--- config.mk ---
export PLATFORM = sky130hd
export DESIGN_NAME = anps_status_regs
export DESIGN_NICKNAME = d
export VERILOG_FILES = /design/src/anps_pkg.sv /design/src/anps_latch_high.sv /design/src/anps_status_regs.sv
export SDC_FILE = /design/constraint.sdc
export NUM_CORES = 1
export LEC_CHECK = 0
export ABC_AREA = 1
export BUFFER_PORTS_ARGS = -buffer_cell sky130_fd_sc_hd__buf_2
export CAP_MARGIN = 20
export CORE_ASPECT_RATIO = 0.75
export CORE_MARGIN = 10
export CORE_UTILIZATION = 50
export DETAILED_ROUTE_END_ITERATION = 6
export GPL_ROUTABILITY_DRIVEN = 0
export HOLD_SLACK_MARGIN = 0.02
export PLACE_DENSITY_LB_ADDON = 0.25
export SLEW_MARGIN = 20
export SYNTH_ARGS = -nofsm -noshare
export SYNTH_HDL_FRONTEND = slang
export SYNTH_SLANG_ARGS = --single-unit
--- constraint.sdc ---
create_clock -name core_clk_i -period 2.6 [get_ports core_clk_i]
set_clock_uncertainty 0.2 [all_clocks]
set_input_delay 0.52 -clock core_clk_i [delete_from_list [all_inputs] [get_ports core_clk_i]]
set_output_delay 0.52 -clock core_clk_i [all_outputs]
set_load 0.02 [all_outputs]
--- src/anps_pkg.sv ---
// constants for the partner ability and expansion status registers
package anps_pkg;
   localparam int         ANPS_AW           = 5;
   localparam int         ANPS_DW           = 16;
   localparam logic [4:0] ANPS_ADDR_LPBA    = 5'h05;
   localparam logic [4:0] ANPS_ADDR_EXP     = 5'h06;
   localparam logic [4:0] ANPS_ADDR_LPNP    = 5'h08;
   // partner ability register fields
   localparam int         ANPS_LP_NP        = 15;
   localparam int         ANPS_LP_ACK       = 14;
   localparam int         ANPS_LP_RF        = 13;
   localparam int         ANPS_LP_ASYM_HI   = 12;
   localparam int         ANPS_LP_ASYM_LO   = 11;
   localparam int         ANPS_LP_PAUSE     = 10;
   localparam int         ANPS_LP_T4        = 9;
   localparam int         ANPS_LP_TXFD      = 8;
   localparam int         ANPS_LP_TX        = 7;
   localparam int         ANPS_LP_10FD      = 6;
   localparam int         ANPS_LP_10        = 5;
   localparam int         ANPS_LP_SEL_HI    = 4;
   localparam int         ANPS_LP_SEL_LO    = 0;
   localparam logic [4:0] ANPS_SEL_8023     = 5'h01;
   localparam logic [4:0] ANPS_SEL_8029     = 5'h02;
   localparam logic [15:0] ANPS_LPBA_RST    = 16'h0000;
   localparam logic [15:0] ANPS_LPNP_RST    = 16'h0000;
   // expansion register fields
   localparam int         ANPS_EX_BASE      = 5;
   localparam int         ANPS_EX_PDF       = 4;
   localparam int         ANPS_EX_LPNPA     = 3;
   localparam int         ANPS_EX_NPA       = 2;
   localparam int         ANPS_EX_PRX       = 1;
   localparam int         ANPS_EX_LPANA     = 0;
   localparam logic [9:0] ANPS_EX_RSVD      = 10'h000;
   localparam logic       ANPS_NPA_RST      = 1'b1;
endpackage

--- src/anps_latch_high.sv ---
// one latching-high status bit, cleared by a read of its register
`timescale 1ns/1ps
module anps_latch_high (
   input  wire logic core_clk_i,
   input  wire logic rst_n_i,
   input  wire logic set_i,
   input  wire logic clr_i,
   output logic      q_o
);
   logic q_reg;
   logic q_next;
   // set wins so an event in the read cycle is never lost
   assign q_next = set_i | (q_reg & ~clr_i);
   always_ff @(posedge core_clk_i) begin
      if (!rst_n_i) begin
         q_reg <= 1'b0;
      end else begin
         q_reg <= q_next;
      end
   end
   assign q_o = q_reg;
endmodule

--- src/anps_status_regs.sv ---
// partner base page ability and expansion status registers of one port
//
// How it works
// partner next-page bit 15 follows received base page.
// partner acknowledge bit 14 follows received base page.
// asymmetric pause field bits 12:11 from partner, reset zero.
// symmetric pause bit 10 from partner, reset zero.
// bit 9 shows partner 100BASE-T4 ability.
// bit 8 shows partner 100BASE-TX full duplex.
// bit 7 shows partner 100BASE-TX half duplex.
// bit 6 shows partner 10BASE-T full duplex.
// bit 5 shows partner 10BASE-T.
// selector code in bits 4:0, resets to zero.
// only base pages load register 5; next pages go to register 8.
// expansion bit 5 latches base_page, only with alternate next page on.
// expansion bit 4 latches parallel detection fault until read.
// expansion bit 3 shows partner next-page ability.
// expansion bit 2 shows local next-page ability, resets to one.
// page received latches high on every new code word.
// reading expansion register clears page received.
// alternate mode also clears it on page_rx falling or tx disable rising.
// expansion bit 0 shows partner auto-negotiation ability.
// expansion bits 15:6 read zero.
// latching bits clear when their register is read.
// writes to both registers are ignored.
`timescale 1ns/1ps
module anps_status_regs
   import anps_pkg::*;
#(
   parameter logic LOCAL_NP_ABLE = ANPS_NPA_RST
) (
   input  wire logic                         core_clk_i,
   input  wire logic                         rst_n_i,
   // management access
   input  wire logic                         mgmt_rd_i,
   input  wire logic                         mgmt_wr_i,
   input  wire logic [anps_pkg::ANPS_AW-1:0] mgmt_addr_i,
   input  wire logic [anps_pkg::ANPS_DW-1:0] mgmt_wdata_i,
   output logic      [anps_pkg::ANPS_DW-1:0] mgmt_rdata_o,
   output logic                              mgmt_hit_o,
   // arbitration side
   input  wire logic                         page_valid_i,
   input  wire logic                         page_is_next_i,
   input  wire logic [anps_pkg::ANPS_DW-1:0] page_word_i,
   input  wire logic                         base_page_i,
   input  wire logic                         pd_fault_i,
   input  wire logic                         lp_np_able_i,
   input  wire logic                         lp_an_able_i,
   input  wire logic                         mr_page_rx_i,
   input  wire logic                         transmit_disable_i,
   input  wire logic                         alt_np_enable_i,
   // received next page to the separate partner next-page store
   output logic      [anps_pkg::ANPS_DW-1:0] lp_next_page_o,
   output logic                              lp_next_page_load_o
);
   import anps_pkg::*;

   logic [ANPS_DW-1:0] lpba_reg;
   logic [ANPS_DW-1:0] lpba_next;
   logic [ANPS_DW-1:0] lpnp_reg;
   logic [ANPS_DW-1:0] lpnp_next;
   logic               npld_reg;
   logic               lpnpa_reg;
   logic               lpana_reg;
   logic               page_rx_d_reg;
   logic               txdis_d_reg;
   logic [ANPS_DW-1:0] rdata_reg;
   logic [ANPS_DW-1:0] rdata_next;
   logic               hit_reg;

   wire sel_lpba  = (mgmt_addr_i == ANPS_ADDR_LPBA);
   wire sel_exp   = (mgmt_addr_i == ANPS_ADDR_EXP);
   wire rd_exp    = mgmt_rd_i & sel_exp;
   wire hit       = mgmt_rd_i & (sel_lpba | sel_exp);
   // writes are decoded nowhere, so data is deliberately unused
   wire wr_unused = mgmt_wr_i & (|mgmt_wdata_i);

   // base pages only
   wire load_base = page_valid_i & ~page_is_next_i;
   wire load_next = page_valid_i & page_is_next_i;

   // whole base page word captured
   // ability and selector bits
   assign lpba_next = load_base ? page_word_i : lpba_reg;
   assign lpnp_next = load_next ? page_word_i : lpnp_reg;

   // edge of page_rx falling or tx disable rising
   wire prx_fall  = page_rx_d_reg & ~mr_page_rx_i;
   wire txd_rise  = ~txdis_d_reg & transmit_disable_i;
   wire alt_clr   = alt_np_enable_i & (prx_fall | txd_rise);

   logic base_q;
   logic pdf_q;
   logic prx_q;

   // base_page tracked only in alternate mode
   wire base_set  = alt_np_enable_i & base_page_i;

   // latching base page flag
   anps_latch_high u_base (
      .core_clk_i (core_clk_i),
      .rst_n_i    (rst_n_i),
      .set_i      (base_set),
      .clr_i      (rd_exp),
      .q_o        (base_q)
   );

   // latching parallel detection fault
   anps_latch_high u_pdf (
      .core_clk_i (core_clk_i),
      .rst_n_i    (rst_n_i),
      .set_i      (pd_fault_i),
      .clr_i      (rd_exp),
      .q_o        (pdf_q)
   );

   // page received, set by any code word
   anps_latch_high u_prx (
      .core_clk_i (core_clk_i),
      .rst_n_i    (rst_n_i),
      .set_i      (page_valid_i),
      .clr_i      (rd_exp | alt_clr),
      .q_o        (prx_q)
   );

   // reserved bits zero, local ability constant
   wire [ANPS_DW-1:0] exp_word = {ANPS_EX_RSVD, base_q, pdf_q, lpnpa_reg,
                                  LOCAL_NP_ABLE, prx_q, lpana_reg};

   // reads only; unmapped addresses return zero
   assign rdata_next = !mgmt_rd_i ? rdata_reg :
                       sel_lpba   ? lpba_reg  :
                       sel_exp    ? exp_word  : '0;

   always_ff @(posedge core_clk_i) begin
      if (!rst_n_i) begin
         lpba_reg      <= ANPS_LPBA_RST;
         lpnp_reg      <= ANPS_LPNP_RST;
         npld_reg      <= 1'b0;
         lpnpa_reg     <= 1'b0;
         lpana_reg     <= 1'b0;
         page_rx_d_reg <= 1'b0;
         txdis_d_reg   <= 1'b0;
         rdata_reg     <= '0;
         hit_reg       <= 1'b0;
      end else begin
         lpba_reg      <= lpba_next;
         lpnp_reg      <= lpnp_next;
         npld_reg      <= load_next;
         // partner abilities follow arbitration
         lpnpa_reg     <= lp_np_able_i;
         lpana_reg     <= lp_an_able_i;
         page_rx_d_reg <= mr_page_rx_i;
         txdis_d_reg   <= transmit_disable_i;
         rdata_reg     <= rdata_next;
         hit_reg       <= hit;
      end
   end

   assign mgmt_rdata_o        = rdata_reg;
   assign mgmt_hit_o          = hit_reg;
   assign lp_next_page_o      = lpnp_reg;
   assign lp_next_page_load_o = npld_reg;

   // checks
   property p_base_load;
      @(posedge core_clk_i) disable iff (!rst_n_i)
      load_base |=> (lpba_reg == $past(page_word_i));
   endproperty
   a_base_load: assert property (p_base_load)
      else $error("base page not loaded");

   property p_next_skip;
      @(posedge core_clk_i) disable iff (!rst_n_i)
      load_next |=> $stable(lpba_reg) && lp_next_page_load_o;
   endproperty
   a_next_skip: assert property (p_next_skip)
      else $error("next page disturbed base register");

   property p_prx_set;
      @(posedge core_clk_i) disable iff (!rst_n_i)
      page_valid_i |=> prx_q;
   endproperty
   a_prx_set: assert property (p_prx_set)
      else $error("page received not latched");

   property p_prx_rdclr;
      @(posedge core_clk_i) disable iff (!rst_n_i)
      rd_exp && !page_valid_i |=> !prx_q;
   endproperty
   a_prx_rdclr: assert property (p_prx_rdclr)
      else $error("page received not cleared on read");

   property p_alt_clr;
      @(posedge core_clk_i) disable iff (!rst_n_i)
      alt_np_enable_i && prx_fall && !page_valid_i |=> !prx_q;
   endproperty
   a_alt_clr: assert property (p_alt_clr)
      else $error("alternate clear missed");

   property p_pdf_hold;
      @(posedge core_clk_i) disable iff (!rst_n_i)
      pdf_q && !rd_exp |=> pdf_q;
   endproperty
   a_pdf_hold: assert property (p_pdf_hold)
      else $error("fault flag lost before read");

   property p_rsvd;
      @(posedge core_clk_i) disable iff (!rst_n_i)
      rd_exp |=> (mgmt_rdata_o[ANPS_DW-1:ANPS_EX_BASE+1] == ANPS_EX_RSVD)
                 && (mgmt_rdata_o[ANPS_EX_NPA] == LOCAL_NP_ABLE);
   endproperty
   a_rsvd: assert property (p_rsvd)
      else $error("expansion constant bits wrong");

   property p_base_alt;
      @(posedge core_clk_i) disable iff (!rst_n_i)
      !alt_np_enable_i && !base_q ##1 !alt_np_enable_i |-> !base_q;
   endproperty
   a_base_alt: assert property (p_base_alt)
      else $error("base page flag set outside alternate mode");

   property p_nowrite;
      @(posedge core_clk_i) disable iff (!rst_n_i)
      mgmt_wr_i && !page_valid_i |=> $stable(lpba_reg);
   endproperty
   a_nowrite: assert property (p_nowrite)
      else $error("write changed partner register");

   property p_reset;
      @(posedge core_clk_i)
      !rst_n_i |=> (lpba_reg == ANPS_LPBA_RST) && !mgmt_hit_o
                   && !lp_next_page_load_o && !base_q && !pdf_q && !prx_q;
   endproperty
   a_reset: assert property (p_reset)
      else $error("state not cleared by reset");

   property p_base_hold;
      @(posedge core_clk_i) disable iff (!rst_n_i)
      !load_base |=> $stable(lpba_reg);
   endproperty
   a_base_hold: assert property (p_base_hold)
      else $error("partner register changed without base page");

   property p_np_load;
      @(posedge core_clk_i) disable iff (!rst_n_i)
      load_next |=> (lp_next_page_o == $past(page_word_i));
   endproperty
   a_np_load: assert property (p_np_load)
      else $error("next page word not passed on");

   property p_np_hold;
      @(posedge core_clk_i) disable iff (!rst_n_i)
      !load_next |=> $stable(lpnp_reg) && !lp_next_page_load_o;
   endproperty
   a_np_hold: assert property (p_np_hold)
      else $error("next page store moved without next page");

   property p_rd_lpba;
      @(posedge core_clk_i) disable iff (!rst_n_i)
      mgmt_rd_i && sel_lpba |=> (mgmt_rdata_o == $past(lpba_reg))
                                && mgmt_hit_o;
   endproperty
   a_rd_lpba: assert property (p_rd_lpba)
      else $error("partner register read back wrong");

   property p_rd_exp;
      @(posedge core_clk_i) disable iff (!rst_n_i)
      rd_exp |=> (mgmt_rdata_o[ANPS_EX_PRX] == $past(prx_q))
                 && (mgmt_rdata_o[ANPS_EX_PDF] == $past(pdf_q))
                 && (mgmt_rdata_o[ANPS_EX_BASE] == $past(base_q));
   endproperty
   a_rd_exp: assert property (p_rd_exp)
      else $error("latched flags read back wrong");

   property p_rd_able;
      @(posedge core_clk_i) disable iff (!rst_n_i)
      rd_exp |=> (mgmt_rdata_o[ANPS_EX_LPNPA] == $past(lpnpa_reg))
                 && (mgmt_rdata_o[ANPS_EX_LPANA] == $past(lpana_reg));
   endproperty
   a_rd_able: assert property (p_rd_able)
      else $error("partner ability bits read back wrong");

   property p_rd_miss;
      @(posedge core_clk_i) disable iff (!rst_n_i)
      mgmt_rd_i && !sel_lpba && !sel_exp |=> (mgmt_rdata_o == '0)
                                             && !mgmt_hit_o;
   endproperty
   a_rd_miss: assert property (p_rd_miss)
      else $error("unmapped read not zero");

   property p_rd_hold;
      @(posedge core_clk_i) disable iff (!rst_n_i)
      !mgmt_rd_i |=> $stable(mgmt_rdata_o) && !mgmt_hit_o;
   endproperty
   a_rd_hold: assert property (p_rd_hold)
      else $error("read data moved without a read");

   property p_pdf_set;
      @(posedge core_clk_i) disable iff (!rst_n_i)
      pd_fault_i |=> pdf_q;
   endproperty
   a_pdf_set: assert property (p_pdf_set)
      else $error("fault not latched");

   property p_pdf_rdclr;
      @(posedge core_clk_i) disable iff (!rst_n_i)
      rd_exp && !pd_fault_i |=> !pdf_q;
   endproperty
   a_pdf_rdclr: assert property (p_pdf_rdclr)
      else $error("fault flag not cleared on read");

   property p_base_set;
      @(posedge core_clk_i) disable iff (!rst_n_i)
      base_set |=> base_q;
   endproperty
   a_base_set: assert property (p_base_set)
      else $error("base page flag not latched");

   property p_base_rdclr;
      @(posedge core_clk_i) disable iff (!rst_n_i)
      rd_exp && !base_set |=> !base_q;
   endproperty
   a_base_rdclr: assert property (p_base_rdclr)
      else $error("base page flag not cleared on read");

   property p_prx_hold;
      @(posedge core_clk_i) disable iff (!rst_n_i)
      prx_q && !rd_exp && !alt_clr |=> prx_q;
   endproperty
   a_prx_hold: assert property (p_prx_hold)
      else $error("page received lost without a clear");

   property p_txd_clr;
      @(posedge core_clk_i) disable iff (!rst_n_i)
      alt_np_enable_i && txd_rise && !page_valid_i |=> !prx_q;
   endproperty
   a_txd_clr: assert property (p_txd_clr)
      else $error("transmit disable clear missed");

   property p_noalt_keep;
      @(posedge core_clk_i) disable iff (!rst_n_i)
      !alt_np_enable_i && prx_q && !rd_exp |=> prx_q;
   endproperty
   a_noalt_keep: assert property (p_noalt_keep)
      else $error("page received cleared outside alternate mode");

   property p_lpana;
      @(posedge core_clk_i) disable iff (!rst_n_i)
      1'b1 |=> (lpana_reg == $past(lp_an_able_i));
   endproperty
   a_lpana: assert property (p_lpana)
      else $error("partner autoneg ability not followed");

   property p_lpnpa;
      @(posedge core_clk_i) disable iff (!rst_n_i)
      1'b1 |=> (lpnpa_reg == $past(lp_np_able_i));
   endproperty
   a_lpnpa: assert property (p_lpnpa)
      else $error("partner next page ability not followed");
endmodule

==> metrics.txt <==
run status finished, final reports clean; top cell type's share of synthesized area 52.47%; crit path launch type input pin; DRT iter0 DRCs 99; Vias 1941; Via density 4.793; fraction of layout cells with a size suffix above 1 29.14%; final slew viol count 0; crit path kind input pin to flop; Rows 20; worst setup slack after placement 0.5294 ns; final setup violation count 0; reg2reg end u_prx.q_o; CORE AREA 0.004129 mm2; die area 0.007415 mm2; slew at the pin closest to its max-slew limit 0.5664 ns; dpl hpwl 3.828 mm; Initial DRT Pass Iterations 4; Yosys warnings 0; antenna viol nets, final 0; Design Power 1.864 mW; Max IR drop VDD 0.4722 mV; largest net degree at the start of global routing 40; final hold vios 0; Max FO, Critical Path 17; f_max 584.9 MHz; CTS Root Cell clkbuf_8; Pwr Density 693.9 mW/mm2; WL per Instance 13.04 um; Clock Tree Buf Depth 2; RSZ-0062 raised after global routing false; # hold bufs at CTS 0; chip width 96.15 um; Max-slew headroom 62.20%; I/O pin cnt 84; Hold Path Depth 3; fin crit period 1.710 ns; Layout Nets 397; Hold Crit Class input pin to flop; IO Port Bufs 66; Leakage 1.326 nW; Placed Area 0.002524 mm2; Clock Latency Late Sink 0.33 ns; Yosys top cell by area dfxtp_1; # fillers 409; diode count 0; Post-CTS Setup Inserts 0; WP data arrival 1.73 ns; global-route wire length before repair 8.901 mm; Cells after Synth 281; Seq/Total Area, Yosys 52.47%; Post-Layout Inst Area 0.002686 mm2; vias in the first global route 1996; initial antenna violation count 0; FF+latch count, synth 57; Final WS setup 0.8904 ns; dominant cells by area after synthesis dfxtp_1 (52%), nor2_1 (13%), o21ai_0 (9.9%), nand2_1 (4.8%), a21oi_2 (3.6%); Area growth, synth to finish 23.53%; hold path start lp_an_able_i; total grt overflow 0; cells on worst reg2reg path 6; syn avg cell area 7.739 um2; Sink Count 57; Routed WL 5.282 mm; syn_nets 331; Clock H-tree levels 3; CTS tree yes; Hold Worst Slack 0.1682 ns; setup slack, reg-to-reg 1.58 ns; DRC viols 0; Tcrit/Tclk final 65.75%; CP Capture Type flop; CTS Buf Count 9; Initial Utilization 52.67%; Hold Path End lpana_reg; Netlist Area Pre-Place 0.002175 mm2; Worst R2R Start txdis_d_reg; max cap viols 0; post-synthesis cell type count 20; Critical Path RT 2.62 ns; setup TNS 0 ns; CTS resizes 0; Die Span Y 77.12 um; GRT Util Overall 15.20%; Clock transition at path regs 0.06 ns
## Yosys cell counts
| cell type | instances |
|---|---|
| nand3b_1 | 1 |
| dfxtp_1 | 57 |
| nand4_1 | 2 |
| clkbuf_1 | 5 |
| nor2_2 | 2 |
| buf_2 | 7 |
| clkinv_1 | 1 |
| nor3_4 | 1 |
| nor2_1 | 77 |
| nor3_1 | 1 |
| nand3_1 | 10 |
| inv_1 | 20 |
| and2_4 | 1 |
| buf_8 | 1 |
| o21ai_0 | 43 |
| nand2_2 | 9 |
| nand2_1 | 28 |
| a21oi_2 | 9 |
| a21oi_1 | 5 |
| buf_1 | 1 |
## layer usage
layer / global-route usage [%] / vias up / wire, um
met5: 0 / - / 0
met2: 24.30 / 46 / 2546
met3: 8.366 / 2 / 444
met4: 4.853 / 0 / 36
li1: - / 1024 / -
met1: 16.61 / 869 / 2256
## area by class of cell
class	count	area, um2	area share (%)
Sequential cell	57	1141	42.48
Multi-Input combinational cell	189	882.1	32.84
Timing Repair Buffer	69	352.8	13.13
Clock buffer	14	162.7	6.055
Inverter	21	78.83	2.934
Tap cell	55	68.82	2.562
## critical path, cell delays in order
cell    delay (ns)
buf_2         0.09
inv_1         0.05
nor2_2        0.44
inv_1         0.36
nor2_1        0.20
nor2_1        0.06
## cells by family after synthesis
logic type,count (synthesis),synth area share (%)
buf+inv,35,6.961
compound gates,57,14.67
simple gates,132,25.89
flops,57,52.47
## report_power, final
part / internal [mW] / total, mW / switching (mW)
logic: 0.0735 / 0.208 / 0.134
registers: 0.924 / 0.948 / 0.0237
clock network: 0.388 / 0.709 / 0.320
total: 1.39 / 1.86 / 0.478
## how the worst max path moves through the flow
stage / depth (start not counted) / endpoint / start / slack [ns]
6_report: 6 / lpba_reg[8] / page_valid_i / 0.89
5_1_grt: 6 / lpba_reg[8] / page_valid_i / 0.67
4_1_cts: 6 / lpba_reg[8] / page_valid_i / 0.88
3_5_place_dp: 6 / lpba_reg[8] / page_valid_i / 0.53
3_3_place_gp: 6 / lpba_reg[13] / page_valid_i / 0.58
2_1_floorplan: 6 / u_pdf.q_o / mgmt_addr_i[2] / 1.10
## metrics by stage
step           std cells  util, %
3_5_place_dp         391    61.12
5_1_grt              405    65.06
6_report             405    65.06
2_1_floorplan        281        -
4_1_cts              405    65.06
3_3_place_gp         391    61.12
## cell usage in the layout (no fill, tap or decap)
cell type	n
clkbuf_1	3
a21oi_2	9
nor2_2	2
inv_1	20
dfxtp_1	57
a21oi_1	5
clkbuf_8	11
nand3_1	10
buf_4	3
clkinv_1	1
nand2_2	9
nor3_1	1
nand4_1	2
nand3b_1	1
o21ai_0	43
and2_4	1
nor3_4	1
nor2_1	77
buf_2	66
nand2_1	28
Power figures use the tool's default switching activity.
